## src/mst_pkg.sv

```systemverilog
/*
  Package for the microstep waveform generator and driver register set.
  Holds register indices, field positions, reset values and shared types.
  Assumes a 10 MHz device clock and APB access with byte address = 4 x index.
*/
package mst_pkg;

  // Register indices; the APB byte address is four times the index
  localparam logic [9:0] MST_I_TABLE0   = 10'h060; // Wave table word 0
  localparam logic [9:0] MST_I_TABLE7   = 10'h067; // Wave table word 7
  localparam logic [9:0] MST_I_SEGSEL   = 10'h068; // wave_segment_select
  localparam logic [9:0] MST_I_START    = 10'h069; // wave_start_values
  localparam logic [9:0] MST_I_POS      = 10'h06a; // microstep_position
  localparam logic [9:0] MST_I_CUR      = 10'h06b; // phase_currents_actual
  localparam logic [9:0] MST_I_CHOP     = 10'h06c; // chopper_config
  localparam logic [9:0] MST_I_CSCALE   = 10'h06d; // current_scaling_config
  localparam logic [9:0] MST_I_COMM     = 10'h06e; // commutation_control
  localparam logic [9:0] MST_I_DSTAT    = 10'h06f; // driver_status
  localparam logic [9:0] MST_I_VPWM     = 10'h070; // voltage_pwm_config
  localparam logic [9:0] MST_I_REGRES   = 10'h071; // amplitude_regulator_result
  localparam logic [9:0] MST_I_AUTO     = 10'h072; // auto_tuned_pwm_values
  localparam logic [9:0] MST_I_STEPCFG  = 10'h07a; // step_config

  // Field positions
  localparam int MST_F_HI_LSB    = 16; // Upper field of split registers
  localparam int MST_F_RES_MSB   = 3;  // step_config resolution exponent
  localparam int MST_F_FSHI      = 8;  // step_config high-velocity step-loss enable
  localparam int MST_F_SG_SHIFT  = 4;  // Step-loss field counts 16 clocks

  // Reset values
  localparam logic [31:0] MST_RST_CHOP  = 32'h1041_0150;
  localparam logic [31:0] MST_RST_VPWM  = 32'hc40c_001e;
  localparam logic [7:0]  MST_RST_SIN   = 8'h00;
  localparam logic [7:0]  MST_RST_SIN90 = 8'hf7;
  localparam logic [3:0]  MST_RST_RES   = 4'h0;
  // Default table: 248-amplitude sine, differentially coded
  localparam logic [7:0][31:0] MST_RST_TABLE = {
    32'h0040_4222, 32'h4929_5556, 32'hb5bb_777d, 32'hfbff_ffff,
    32'h1010_4222, 32'h2449_2929, 32'h4a95_54aa, 32'haaaa_b554};
  localparam logic [31:0] MST_RST_SEGSEL = 32'hffff_8056;

  // Timing
  localparam int MST_CLK_NS  = 100; // Clock period
  localparam int MST_MAX_RES = 8;   // Largest step increment exponent
  localparam logic [9:0] MST_B_OFS = 10'h100; // Phase B table offset

  // Segment definition layout
  typedef struct packed {
    logic [7:0] x3; // Segment 3 start
    logic [7:0] x2; // Segment 2 start
    logic [7:0] x1; // Segment 1 start
    logic [1:0] w3; // Width codes per segment
    logic [1:0] w2;
    logic [1:0] w1;
    logic [1:0] w0;
  } mst_seg_t;

  // Commutation limits as held in commutation_control
  typedef struct packed {
    logic [7:0] step_loss_on_limit;   // Times 16 clocks, 0 = off
    logic [5:0] pad;
    logic [9:0] commutation_on_limit; // Times one clock
  } mst_comm_t;

endpackage : mst_pkg

```

## src/mst_wave_regs.sv

```systemverilog
/*
  Microstep waveform generator with its driver register set on APB.
  Assumes a 10 MHz clock, step/dir/enable pins from outside the clock
  domain, and regulator and velocity inputs from logic on the same clock.
*/
// Our own choice: register access over APB.
// Summary of operation
// - 256 one-bit delta entries in eight words
// - Bit and width code decode to increment
// - Four segments, each with own width
// - Segment borders at X1, X2, X3
// - Start values for entry 0 and 256
// - Reload both currents when counter hits zero
// - Read-only 10-bit microstep counter
// - Phase B runs 256 entries ahead
// - Read signed 9-bit phase A and B
// - Commutation on-time limit in clocks
// - Step-loss on-time limit, zero disables
// - Commutation enabled by pin or velocity
// - Step-loss kept above high velocity threshold
// - Duty cycle readable and scales currents
// - Signed regulator offset readable
// - Auto offset readable in low byte
// - Auto gradient readable in bits 23:16
`timescale 1ns/1ps
`default_nettype none

module mst_wave_regs
  import mst_pkg::*;
(
  input  wire logic        i_mclk,            // Device clock
  input  wire logic        i_rst,             // Asynchronous reset
  input  wire logic        i_psel,            // APB select
  input  wire logic        i_penable,         // APB enable
  input  wire logic        i_pwrite,          // APB direction
  input  wire logic [11:0] i_paddr,           // APB byte address
  input  wire logic [31:0] i_pwdata,          // APB write data
  output logic      [31:0] o_prdata,          // APB read data
  output logic             o_pready,          // APB ready
  output logic             o_pslverr,         // APB error
  input  wire logic        i_step_pin,        // Step pin
  input  wire logic        i_dir_pin,         // Direction pin
  input  wire logic        i_commutation_enable_pin, // Commutation pin
  input  wire logic        i_above_commutation_velocity_threshold,    // Velocity over commutation threshold
  input  wire logic        i_above_high_velocity_threshold,     // Velocity over high threshold
  input  wire logic        i_pwm_on,          // Bridge PWM on phase
  input  wire logic [7:0]  i_duty_cycle_actual, // Regulator duty cycle
  input  wire logic [8:0]  i_duty_offset,     // Regulator signed offset
  input  wire logic [7:0]  i_auto_offset,     // Auto offset value
  input  wire logic [7:0]  i_auto_gradient_value, // Auto gradient value
  input  wire logic [31:0] i_driver_status,   // Status word from driver
  output logic      [8:0]  o_phase_a_current, // Table current A
  output logic      [8:0]  o_phase_b_current, // Table current B
  output logic      [8:0]  o_coil_a_scaled,   // A scaled by duty
  output logic      [8:0]  o_coil_b_scaled,   // B scaled by duty
  output logic             o_comm_active,     // Commutation mode on
  output logic             o_steploss_active, // Step-loss check on
  output logic             o_comm_limit_hit,  // On time reached limit
  output logic             o_step_loss,       // Step loss detected
  output logic      [31:0] o_chopper_config,  // Chopper setup
  output logic      [24:0] o_current_scaling_config, // Current scaling setup
  output logic      [31:0] o_voltage_pwm_config // Voltage PWM setup
);

  // Register storage
  logic [7:0][31:0] table_r;    // Wave table words
  mst_seg_t         seg_r;      // Segment definition
  logic [7:0]       sin_r;      // Start value, entry 0
  logic [7:0]       sin90_r;    // Start value, entry 256
  mst_comm_t        comm_r;     // Commutation limits
  logic [3:0]       res_r;      // Step increment exponent
  logic             fshi_r;     // Step loss above high velocity
  logic [31:0]      chop_r;     // chopper_config
  logic [24:0]      cscale_r;   // current_scaling_config
  logic [31:0]      vpwm_r;     // voltage_pwm_config
  // Waveform state
  logic [9:0]        pos_r;     // Microstep counter
  logic [9:0]        pos_nxt;
  logic signed [11:0] pend_r;   // Entries still to walk
  logic signed [11:0] pend_nxt;
  logic signed [9:0] mag_r [2]; // Magnitude per phase
  logic [8:0]        cur_r [2]; // Signed current per phase
  // Pin synchronisers and filtered levels
  logic [2:0] step_s_r;
  logic [2:0] dir_s_r;
  logic [2:0] den_s_r;
  logic       step_f_r;
  logic       dir_f_r;
  logic       den_f_r;
  logic       step_ev;          // Filtered rising step edge
  // APB decode
  logic [9:0] idx;              // Register index
  logic       mapped;           // Index is one of ours
  logic       acc;              // Access phase
  logic       wr;               // Write takes effect
  logic [31:0] rmux;            // Read value
  logic [12:0] ontime_r;        // Clocks in current PWM on phase

  // Write strobes and APB decode
  assign idx      = i_paddr[11:2];
  assign acc      = i_psel & i_penable;
  assign mapped   = (i_paddr[1:0] == 2'b00) &&
                    ((idx >= MST_I_TABLE0 && idx <= MST_I_AUTO) ||
                     idx == MST_I_STEPCFG);
  assign wr       = acc & i_pwrite & mapped;
  assign o_pready = 1'b1;       // Never wait
  assign o_pslverr = acc & ~mapped;

  // Read multiplexer; write-only registers read as zero
  always_comb begin
    rmux = 32'h0000_0000;
    case (idx)
      MST_I_POS:    rmux = {22'h000000, pos_r};
      MST_I_CUR:    rmux = {7'h00, cur_r[1], 7'h00, cur_r[0]};
      MST_I_CHOP:   rmux = chop_r;
      MST_I_DSTAT:  rmux = i_driver_status;
      MST_I_REGRES: rmux = {7'h00, i_duty_offset, 8'h00, i_duty_cycle_actual};
      MST_I_AUTO:   rmux = {8'h00, i_auto_gradient_value, 8'h00, i_auto_offset};
      MST_I_STEPCFG: rmux = {23'h000000, fshi_r, 4'h0, res_r};
      default:      rmux = 32'h0000_0000;
    endcase
  end

  // Read data is captured in the setup cycle so it comes from a flop
  always_ff @(posedge i_mclk or posedge i_rst) begin
    if (i_rst) begin
      o_prdata <= 32'h0000_0000;
    end else if (i_psel && !i_penable) begin
      o_prdata <= mapped ? rmux : 32'h0000_0000;
    end
  end

  // Wave table and segment definition, default sine after reset
  always_ff @(posedge i_mclk or posedge i_rst) begin
    if (i_rst) begin
      table_r <= MST_RST_TABLE;
      seg_r   <= MST_RST_SEGSEL;
    end else if (wr) begin
      if (idx <= MST_I_TABLE7) begin
        table_r[idx[2:0]] <= i_pwdata;
      end
      if (idx == MST_I_SEGSEL) begin
        seg_r <= i_pwdata;
      end
    end
  end

  // Start values; written mid-wave they act only at the next zero pass
  always_ff @(posedge i_mclk or posedge i_rst) begin
    if (i_rst) begin
      sin_r   <= MST_RST_SIN;
      sin90_r <= MST_RST_SIN90;
    end else if (wr && idx == MST_I_START) begin
      sin_r   <= i_pwdata[7:0];
      sin90_r <= i_pwdata[MST_F_HI_LSB +: 8];
    end
  end

  // Driver configuration registers
  always_ff @(posedge i_mclk or posedge i_rst) begin
    if (i_rst) begin
      chop_r   <= MST_RST_CHOP;
      cscale_r <= 25'h0000000;
      comm_r   <= '0;
      vpwm_r   <= MST_RST_VPWM;
      res_r    <= MST_RST_RES;
      fshi_r   <= 1'b0;
    end else if (wr) begin
      case (idx)
        MST_I_CHOP:    chop_r   <= i_pwdata;
        MST_I_CSCALE:  cscale_r <= i_pwdata[24:0];
        MST_I_COMM:    comm_r   <= {i_pwdata[23:16], 6'h00, i_pwdata[9:0]};
        MST_I_VPWM:    vpwm_r   <= i_pwdata;
        MST_I_STEPCFG: begin
          res_r  <= i_pwdata[MST_F_RES_MSB:0];
          fshi_r <= i_pwdata[MST_F_FSHI];
        end
        default: ;
      endcase
    end
  end

  assign o_chopper_config         = chop_r;
  assign o_current_scaling_config = cscale_r;
  assign o_voltage_pwm_config     = vpwm_r;

  // Pin synchronisers; a level counts once stages two and three agree
  always_ff @(posedge i_mclk or posedge i_rst) begin
    if (i_rst) begin
      step_s_r <= 3'b000;
      dir_s_r  <= 3'b000;
      den_s_r  <= 3'b000;
      step_f_r <= 1'b0;
      dir_f_r  <= 1'b0;
      den_f_r  <= 1'b0;
    end else begin
      step_s_r <= {step_s_r[1:0], i_step_pin};
      dir_s_r  <= {dir_s_r[1:0], i_dir_pin};
      den_s_r  <= {den_s_r[1:0], i_commutation_enable_pin};
      if (step_s_r[1] == step_s_r[2]) begin
        step_f_r <= step_s_r[2];
      end
      if (dir_s_r[1] == dir_s_r[2]) begin
        dir_f_r <= dir_s_r[2];
      end
      if (den_s_r[1] == den_s_r[2]) begin
        den_f_r <= den_s_r[2];
      end
    end
  end

  assign step_ev = (step_s_r[1] == step_s_r[2]) & step_s_r[2] & ~step_f_r;

  // Delta of one table entry, decoded by its segment width code
  function automatic logic signed [2:0] mst_delta(input logic [7:0] j,
                                                  input logic [7:0][31:0] blank_time,
                                                  input mst_seg_t s);
    logic [1:0] w;
    w = (j >= s.x3) ? s.w3 :
        (j >= s.x2) ? s.w2 :
        (j >= s.x1) ? s.w1 : s.w0;
    // Bit 0 gives code minus one, bit 1 gives code
    return $signed({1'b0, w}) - 3'sd1 + $signed({2'b00, blank_time[j[7:5]][j[4:0]]});
  endfunction : mst_delta

  // Pending walk: each step adds or subtracts 2 to the power of the resolution (at most 8), one entry moves per clock
  always_comb begin
    logic [3:0] r;
    r = (res_r > 4'(MST_MAX_RES)) ? 4'(MST_MAX_RES) : res_r;
    pend_nxt = pend_r;
    pos_nxt  = pos_r;
    if (pend_r > 0) begin
      pos_nxt  = pos_r + 10'h001;
      pend_nxt = pend_r - 12'sd1;
    end else if (pend_r < 0) begin
      pos_nxt  = pos_r - 10'h001;
      pend_nxt = pend_r + 12'sd1;
    end
    if (step_ev) begin
      if (dir_f_r) begin
        pend_nxt = pend_nxt - $signed(12'(1) << r);
      end else begin
        pend_nxt = pend_nxt + $signed(12'(1) << r);
      end
    end
  end

  // Counter and pending walk
  always_ff @(posedge i_mclk or posedge i_rst) begin
    if (i_rst) begin
      pos_r  <= 10'h000;
      pend_r <= 12'sh000;
    end else begin
      pos_r  <= pos_nxt;
      pend_r <= pend_nxt;
    end
  end

  // One engine per phase; phase B runs at counter plus 256
  genvar g;
  generate
    for (g = 0; g < 2; g++) begin : g_phase
      logic [9:0]        p;     // Phase table position
      logic [8:0]        lo;    // Lower end of the crossed transition
      logic [7:0]        j;     // Quarter index, mirrored past 255
      logic signed [9:0] d;     // Signed magnitude change
      logic              up;    // Moving upward
      assign p  = pos_r + (g == 1 ? MST_B_OFS : 10'h000);
      assign up = (pend_r > 0);
      assign lo = up ? p[8:0] : p[8:0] - 9'h001;
      // Second half of each half wave reads the quarter backwards
      assign j  = lo[8] ? ~lo[7:0] : lo[7:0];
      assign d  = 10'(mst_delta(j, table_r, seg_r));

      // Magnitude tracks the walk; a zero pass reloads the start value
      always_ff @(posedge i_mclk or posedge i_rst) begin
        if (i_rst) begin
          mag_r[g] <= (g == 1) ? $signed({2'b00, MST_RST_SIN90}) : 10'sh000;
        end else if (pos_nxt != pos_r && pos_nxt == 10'h000) begin
          mag_r[g] <= $signed({2'b00, (g == 1) ? sin90_r : sin_r});
        end else if (pos_nxt != pos_r) begin
          mag_r[g] <= (up ^ lo[8]) ? mag_r[g] + d : mag_r[g] - d;
        end
      end

      // Sign follows the half wave the phase sits in
      always_ff @(posedge i_mclk or posedge i_rst) begin
        if (i_rst) begin
          cur_r[g] <= 9'h000;
        end else begin
          cur_r[g] <= p[9] ? 9'(-mag_r[g]) : 9'(mag_r[g]);
        end
      end
    end
  endgenerate

  assign o_phase_a_current = cur_r[0];
  assign o_phase_b_current = cur_r[1];

  // Scale by duty; operands widened to 18 bits so the product never wraps
  always_ff @(posedge i_mclk or posedge i_rst) begin
    if (i_rst) begin
      o_coil_a_scaled <= 9'h000;
      o_coil_b_scaled <= 9'h000;
    end else begin
      o_coil_a_scaled <= 9'(($signed({{9{cur_r[0][8]}}, cur_r[0]}) *
                            $signed({10'h000, i_duty_cycle_actual})) >>> 8);
      o_coil_b_scaled <= 9'(($signed({{9{cur_r[1][8]}}, cur_r[1]}) *
                            $signed({10'h000, i_duty_cycle_actual})) >>> 8);
    end
  end

  // Mode enables; step loss can run at high speed without commutation
  always_ff @(posedge i_mclk or posedge i_rst) begin
    if (i_rst) begin
      o_comm_active     <= 1'b0;
      o_steploss_active <= 1'b0;
    end else begin
      o_comm_active     <= den_f_r | i_above_commutation_velocity_threshold;
      o_steploss_active <= (comm_r.step_loss_on_limit != 8'h00) &&
                           ((den_f_r | i_above_commutation_velocity_threshold) ||
                            (fshi_r & i_above_high_velocity_threshold));
    end
  end

  // On-time timer, saturating so a stuck on phase stays flagged once
  always_ff @(posedge i_mclk or posedge i_rst) begin
    if (i_rst) begin
      ontime_r <= 13'h0000;
    end else if (!i_pwm_on) begin
      ontime_r <= 13'h0000;
    end else if (ontime_r != 13'h1fff) begin
      ontime_r <= ontime_r + 13'h0001;
    end
  end

  // Limit pulses: commutation limit in clocks, step loss in 16 clocks
  always_ff @(posedge i_mclk or posedge i_rst) begin
    if (i_rst) begin
      o_comm_limit_hit <= 1'b0;
      o_step_loss      <= 1'b0;
    end else begin
      o_comm_limit_hit <= i_pwm_on && o_comm_active &&
                          comm_r.commutation_on_limit != 10'h000 &&
                          ontime_r == {3'b000, comm_r.commutation_on_limit};
      o_step_loss      <= i_pwm_on && o_steploss_active &&
                          ontime_r == 13'({comm_r.step_loss_on_limit, 4'h0});
    end
  end
endmodule : mst_wave_regs

`default_nettype wire

```

## config.mk

```make
export PLATFORM = sky130hd
export DESIGN_NAME = mst_wave_regs
export DESIGN_NICKNAME = d
export VERILOG_FILES = /design/src/mst_pkg.sv /design/src/mst_wave_regs.sv
export SDC_FILE = /design/constraint.sdc
export NUM_CORES = 2
export LEC_CHECK = 0
export BUFFER_PORTS_ARGS = -buffer_cell sky130_fd_sc_hd__buf_2
export CAP_MARGIN = 15
export CORE_UTILIZATION = 37
export DETAILED_ROUTE_END_ITERATION = 6
export SYNTH_ARGS = -nofsm -noshare
export SYNTH_HDL_FRONTEND = slang
export SYNTH_SLANG_ARGS = --single-unit
```

## constraint.sdc

```tcl
create_clock -name i_mclk -period 16.45 [get_ports i_mclk]
set_clock_uncertainty 0.15 [all_clocks]
set_input_delay 0.8225 -clock i_mclk [delete_from_list [all_inputs] [get_ports i_mclk]]
set_output_delay 0.8225 -clock i_mclk [all_outputs]
set_load 0.1 [all_outputs]
```

# [After elaboration in Yosys (flattened, before gate mapping)]
# Cells that the tools add are included.
[word_totals] wordCells=186 output_inout_bits=163 regBits=555 input_bits=120
[classes] mux=40 multipliers=2 magnitude_cmp=18 n_bitwise=14 n_shift=1 addsub=20 reduce_logical=27 eq_ne=20
[ops] cell="256-bit bitwise mux" count=1
[ops] cell="32-bit one-hot mux with 7 select lines" count=1
[ops] cell="32-bit binary-select mux with 3-bit select" count=2
[ops] cell="32-bit 2-to-1 mux" count=4
[ops] cell="10-bit by 7-bit equality test with 1-bit output, second input constant" count=12
[ops] cell="32-bit demux with 3-bit select" count=1
[ops] cell="10-bit 2-to-1 mux" count=8
[ops] cell="8-bit >= comparator" count=6
[ops] cell="12-bit 2-to-1 mux" count=4
[ops] cell="9-bit 2-to-1 mux" count=4
[ops] cell="9-bit by 9-bit multiplier with 17-bit output" count=2
[ops] cell="13-bit 2-to-1 mux" count=2
[ops] cell="10-bit by 3-bit adder with 10-bit output" count=2
[ops] cell="10-bit by 7-bit <= comparator with 1-bit output, second input constant" count=2
[ops] cell="10-bit by 3-bit subtractor with 10-bit output" count=2
[ops] cell="9-bit negation" count=2
[ops] cell="9-bit by 1-bit subtractor with 9-bit output, second input constant" count=2
[ops] cell="8-bit 2-to-1 mux" count=2
[ops] cell="8-bit inverter" count=2
[ops] cell="2-bit AND reduction" count=7
[ops] cell="13-bit by 1-bit adder with 13-bit output, second input constant" count=1
[ops] cell="13-bit by 10-bit equality test with 1-bit output" count=1
[ops] cell="13-bit by 12-bit equality test with 1-bit output" count=1
[ops] cell="13-bit inequality test, second input constant" count=1
[ops] cell="36 further kinds" count=70

# [Depth between registers and ports, before layout]
[logic_depth] depth_word=15 ltp_mapped=40 ltp_nobuf=37

# [Worst setup path before layout]
# No wires, ideal clock.
[synth_path] path_type="reg2reg" from="register pos_r[0]" to="register mag_r[18] (netlist bit)" required_ps=16175 setup_ps=125 synth_period_minus_slack_ps=8137 stages_incl_launch_ff=41 t_arrival_ps=7862 slack_ps=8313 n_path_buf=4 cell_sequence="dfrtp_1 -> inv_1 -> ha_1 -> or3b_1 -> buf_2 -> or2_2 -> clkbuf_1 -> o21ai_0 -> xor2_1 -> xnor2_1 -> clkbuf_1 -> clkbuf_1 -> ha_1 -> nand2b_1 -> a21o_1 -> a21o_1 -> a21o_1 -> a21o_1 -> (+5 left out) -> mux2i_1 -> ha_1 -> inv_1 -> fa_1 -> a21boi_0 -> inv_1 -> ha_1 -> a21oi_1 -> nor2_1 -> nor2_1 -> o21bai_1 -> a21oi_1 -> o21bai_1 -> a21oi_1 -> xnor2_1 -> a21o_1 -> nand2_1 -> o31ai_1"
[synth_via] elab_chain_len=14 elab_cells_between_ends=30 classes_between="7 x add/sub; 3 x order compare; 1 x eq/ne; 14 x mux; 2 x bitwise; 3 x reduce/logical"
[synth_rtl] item="start: declaration" line="mst_wave_regs.sv:77" rtl="logic [9:0] pos_r;"
[synth_rtl] item="start signal: assignment" line="mst_wave_regs.sv:254" rtl="pos_r <= pos_nxt;"
[synth_rtl] item="9-bit by 1-bit subtractor with 9-bit output" line="mst_wave_regs.sv:270" rtl="assign lo = up ? p[8:0] : p[8:0] - 9'h001;"
[synth_rtl] item="9-bit 2-to-1 mux" line="mst_wave_regs.sv:270"
[synth_rtl] item="8-bit inverter" line="mst_wave_regs.sv:272" rtl="assign j = lo[8] ? ~lo[7:0] : lo[7:0];"
[synth_rtl] item="8-bit 2-to-1 mux" line="mst_wave_regs.sv:272"
[synth_rtl] item="8-bit >= comparator" line="mst_wave_regs.sv:221" rtl="(j >= s.x1) ? s.w1 : s.w0;"
[synth_rtl] item="2-bit 2-to-1 mux" line="mst_wave_regs.sv:221"
[synth_rtl] item="2-bit 2-to-1 mux" line="mst_wave_regs.sv:220" rtl="(j >= s.x2) ? s.w2 :"
[synth_rtl] item="2-bit 2-to-1 mux" line="mst_wave_regs.sv:219" rtl="w = (j >= s.x3) ? s.w3 :"
[synth_rtl] item="2-bit by 1-bit subtractor with 3-bit output" line="mst_wave_regs.sv:223" rtl="return $signed({1'b0, w}) - 3'sd1 + $signed({2'b00, blank_time[j[7:5]][j[4:0]]});"
[synth_rtl] item="3-bit by 2-bit adder with 3-bit output" line="mst_wave_regs.sv:223"
[synth_rtl] item="10-bit by 3-bit subtractor with 10-bit output or 10-bit by 3-bit adder with 10-bit output (tied branches)" line="mst_wave_regs.sv:282" rtl="mag_r[g] <= (up ^ lo[8]) ? mag_r[g] + d : mag_r[g] - d;"
[synth_rtl] item="10-bit 2-to-1 mux" line="mst_wave_regs.sv:282"
[synth_rtl] item="10-bit 2-to-1 mux" line="mst_wave_regs.sv:281" rtl="end else if (pos_nxt != pos_r) begin"
[synth_rtl] item="10-bit 2-to-1 mux" line="mst_wave_regs.sv:279" rtl="end else if (pos_nxt != pos_r && pos_nxt == 10'h000) begin"
[synth_rtl] item="end signal: indexed assignment" line="mst_wave_regs.sv:278" rtl="mag_r[g] <= (g == 1) ? $signed({2'b00, MST_RST_SIN90}) : 10'sh000;"
[synth_rtl] item="end signal: indexed assignment" line="mst_wave_regs.sv:280" rtl="mag_r[g] <= $signed({2'b00, (g == 1) ? sin90_r : sin_r});"
[synth_rtl] item="end signal: indexed assignment" line="mst_wave_regs.sv:282"
[synth_rtl] item="end: declaration" line="mst_wave_regs.sv:81" rtl="logic signed [9:0] mag_r [2];"
# Parallel ways exist; a longest one is shown, timed or not. The select of a mux whose other input is x is not followed.
# A chain may end at the register's enable or synchronous reset.

# [Worst setup path in the final report]
[layout_path] from="register pos_r[0]" to="register mag_r[8] (netlist bit)"
[layout_via] elab_chain_len=15 elab_cells_between_ends=31 classes_between="8 x add/sub; 3 x order compare; 1 x eq/ne; 14 x mux; 2 x bitwise; 3 x reduce/logical"
[layout_rtl] item="10-bit by 9-bit adder with 10-bit output" line="mst_wave_regs.sv:268" rtl="assign p = pos_r + (g == 1 ? MST_B_OFS : 10'h000);"
[layout_rtl] item="9-bit by 1-bit subtractor with 9-bit output" line="mst_wave_regs.sv:270"
[layout_rtl] item="9-bit 2-to-1 mux" line="mst_wave_regs.sv:270"
[layout_rtl] item="8-bit inverter" line="mst_wave_regs.sv:272"
[layout_rtl] item="8-bit 2-to-1 mux" line="mst_wave_regs.sv:272"
[layout_rtl] item="8-bit >= comparator" line="mst_wave_regs.sv:221"
[layout_rtl] item="2-bit 2-to-1 mux" line="mst_wave_regs.sv:221"
[layout_rtl] item="2-bit 2-to-1 mux" line="mst_wave_regs.sv:220"
[layout_rtl] item="2-bit 2-to-1 mux" line="mst_wave_regs.sv:219"
[layout_rtl] item="2-bit by 1-bit subtractor with 3-bit output" line="mst_wave_regs.sv:223"
[layout_rtl] item="3-bit by 2-bit adder with 3-bit output" line="mst_wave_regs.sv:223"
[layout_rtl] item="10-bit by 3-bit subtractor with 10-bit output or 10-bit by 3-bit adder with 10-bit output (tied branches)" line="mst_wave_regs.sv:282"
[layout_rtl] item="10-bit 2-to-1 mux" line="mst_wave_regs.sv:282"
[layout_rtl] item="10-bit 2-to-1 mux" line="mst_wave_regs.sv:281"
[layout_rtl] item="10-bit 2-to-1 mux" line="mst_wave_regs.sv:279"
# Parallel ways exist; a longest one is shown, timed or not. The select of a mux whose other input is x is not followed.

==> impl_results.md <==
- Outcome: complete, no violations
- Antenna violations before repair: 16
- Core area: roughly 93000 um2
- Die width: approximately 310 um
- Max cap viols: 0
- Most frequent CP cell: a21o_1
- Fin crit share: 0.5651
- Antenna Nets Post-Route: 0
- Total negative slack: 0 ps
- Pin slew with the least headroom to its limit: approximately 1200 ps
- Cell Area, Synth: about 35000 um2
- Final-report max-slew violation count: 0
- Slowest stage delay, CP: just over 700 ps
- Critical path capture point type: flip-flop
- Mapped Avg Cell Area: about 11 um2
- Row count: around 110
- Die ar.: 95780 um2
- CTS tree: yes
- Net Count, Synth: approximately 3500
- CP startpoint kind: flip-flop
- 1st-iter DRT viols: between 2000 and 2500
- Primary FF master, synth: dfrtp_1
- Worst Path Arrival: 9670 ps
- Post-layout nets: about 3700
- Final wirelength: around 110 mm
- Vias: 25659
- Vias in the first global route: ~26000
- Cts hold-fix bufs: 0
- Critical path type: flip-flop to flip-flop
- Max FO, Critical Path: 22
- Port-buffer cells: between 200 and 300
- Yosys warns: 0
- Final hold violation count: 0
- Wirelength per Cell: approximately 24 um
- Total setup buffers inserted after CTS: 0
- Crit-path slowest cell: xor2_1
- Die height: around 310 um
- I/O pin total: 283
- Area leader, netlist: dfrtp_1
- Global route overflow: 0
- Pin count of the biggest net entering global routing: about 160
- Relative slew slack: 0.1960
- FMAX: 107.6 MHz
- Synth area leaders: dfrtp_1 (27%), mux2_2 (13%), dfstp_2 (13%)
- Dpl hpwl: approximately 74 mm
- Area grow syn2layout: 13.57%
- Setup violations, final: 0
- Min cycle time layout: between 9000 and 10000 ps
- # DRC: 0
- Flops & latches, synth: approximately 550
- CTS sink cnt: 553
- Gpl congestion: 0.9040
- Yosys cell types: 95
- Number of cells on the worst reg-to-reg path: 38
- # resized after CTS: 0
- Asr flop ratio synth: 1.000
- Critical path's top delay family: compound AO/OA/AOI/OAI gates
- CTS max path bufs: 3
- Synth top area share: 0.2740
- Initial Util: 0.3743
- CP required: 16830 ps
- Vias per cell: approximately 5.6
- Clk slew on worst S/H paths: roughly 60 ps
- Total placed cells including tap cells: 4496
- Crit. path cell count: 38
- Top-count cell post-synth: mux2_2
- Final non-filler cell total: roughly 4600
- CTS root buf: clkbuf_16
- Seq/Total Area, Yosys: 0.4017
- Hold WC Path Type: input port to flip-flop
- All-layer global routing usage: 0.2286
- Post-Syn Instances: ~3100
- TritonCTS buffer count: 67
- H-tree level count: 3
- Clock Latency Late Sink: 650 ps
- Depth of the worst hold-timing path: 1
- DRT Pass-1 Iters: 7
- RSZ-0062 raised after global routing: false
- Number of synthesized flops with an enable pin: 0
- Share of cells above drive strength 1: 0.3372
- First-pass GRT wire length: roughly 160 mm
- Most frequent cells after synthesis: mux2_2 (406), dfrtp_1 (383), nand2_1 (265)
- Buf+Inv Stages, Crit Path: 5
## layout make-up
| type | count | area (um2) |
|---|---|---|
| Fill cell | 8860 | 53740 |
| Inverter | 241 | 914.6 |
| Sequential cell | 553 | 14050 |
| Tap cell | 1254 | 1569 |
| Clock buffer | 99 | 1897 |
| Timing Repair Buffer | 325 | 1762 |
| Clock inverter | 22 | 297.8 |
| Antenna cell | 5 | 12.51 |
| Multi-Input combinational cell | 2123 | 19220 |
## sequential cells by signal (all words and copies together), names as in the netlist, 12 cells and up
register	count
table_r	256
o_chopper_config	32
comm_r	18
mag_r	18
seg_r	32
o_prdata	32
pend_r	12
o_voltage_pwm_config	32
ontime_r	13
o_current_scaling_config	25
## worst register-to-register path: cells and delay by family (launching register included)
family	cells	cell delay [ps]
AO/OA/AOI/OAI	16	2760
adder cells (fa/ha/maj)	5	1550
AND/OR/NAND/NOR	6	1340
buffers and inverters	5	1180
XOR/XNOR	3	990
multiplexers	3	770
flip-flops	1	460
## placed cells by master (no fill, tap or decap), types with 7 or more instances in the layout
cell and instances:
or2_2 7, dfrtp_1 383, nor4_1 10, dfstp_2 170, and3_1 19, buf_2 281
clkbuf_8 10, inv_1 234, a22oi_1 56, mux2_2 406, a21oi_1 89, a221oi_1 14
xnor2_1 81, nand2b_1 22, a21boi_0 15, nor2_1 87, or3_1 14, ha_1 149
clkbuf_16 67, o2111ai_1 8, clkbuf_1 22, buf_4 42, nor3_1 31, mux4_2 86
and2_1 87, a21o_1 42, o21bai_1 13, nor2b_1 15, nand4_1 22, a31oi_1 19
nand2_1 264, o31ai_1 12, mux2i_1 60, o21ai_0 123, fa_1 119, xor2_1 31
nand3_1 68, a222oi_1 16
## final timing paths
path,from,to,slack [ps]
setup / recovery,pos_r[0],mag_r[8],7150
hold / removal,i_dir_pin,dir_s_r[0],170
setup reg to reg,pos_r[0],mag_r[8],7150
hold reg to reg,dir_s_r[0],dir_s_r[1],200
max in group asynchronous,i_rst,o_prdata[6],13870
min in group asynchronous,i_rst,o_voltage_pwm_config[9],220
## metrics by stage
| step | worst slack [ps] | util | area (um2) | hold WS (ps) |
|---|---|---|---|---|
| final | 7154 | 0.4250 | 39730 | 166.9 |
| after CTS | 7200 | 0.4249 | 39710 | 131.0 |
| after detailed placement | 7244 | 0.4014 | 37520 | 188.5 |
| after global placement | 7282 | 0.4014 | 37520 | 186.2 |
| after global routing | 6525 | 0.4249 | 39720 | 145.4 |
| after floorplan | 296.5 | - | 34980 | 181.2 |
## cell families after synthesis
group | count (synthesis) | synth area share
xor gates and xnor gates | 115 | 0.02922
buffers and inverters | 450 | 0.05179
muxes | 554 | 0.2038
DFF | 553 | 0.4017
and+or+nand+nor | 699 | 0.09843
other | 1 | 0.0001072
adders and majority gates | 270 | 0.1220
AOI/OAI and AO/OA | 484 | 0.09300
## layer usage
| metal | track usage | up-vias | part of all wire |
|---|---|---|---|
| met2 | 0.3721 | 985 | 0.47 |
| met4 | 0.07737 | 8 | 0.030 |
| met3 | 0.04420 | 187 | 0.078 |
| met5 | 0 | - | 0.00037 |
| li1 | - | 11405 | - |
| met1 | 0.3041 | 13074 | 0.42 |
Power is not shown: default switching activity piles up to over one toggle a cycle in this logic, so the estimate is an artifact.
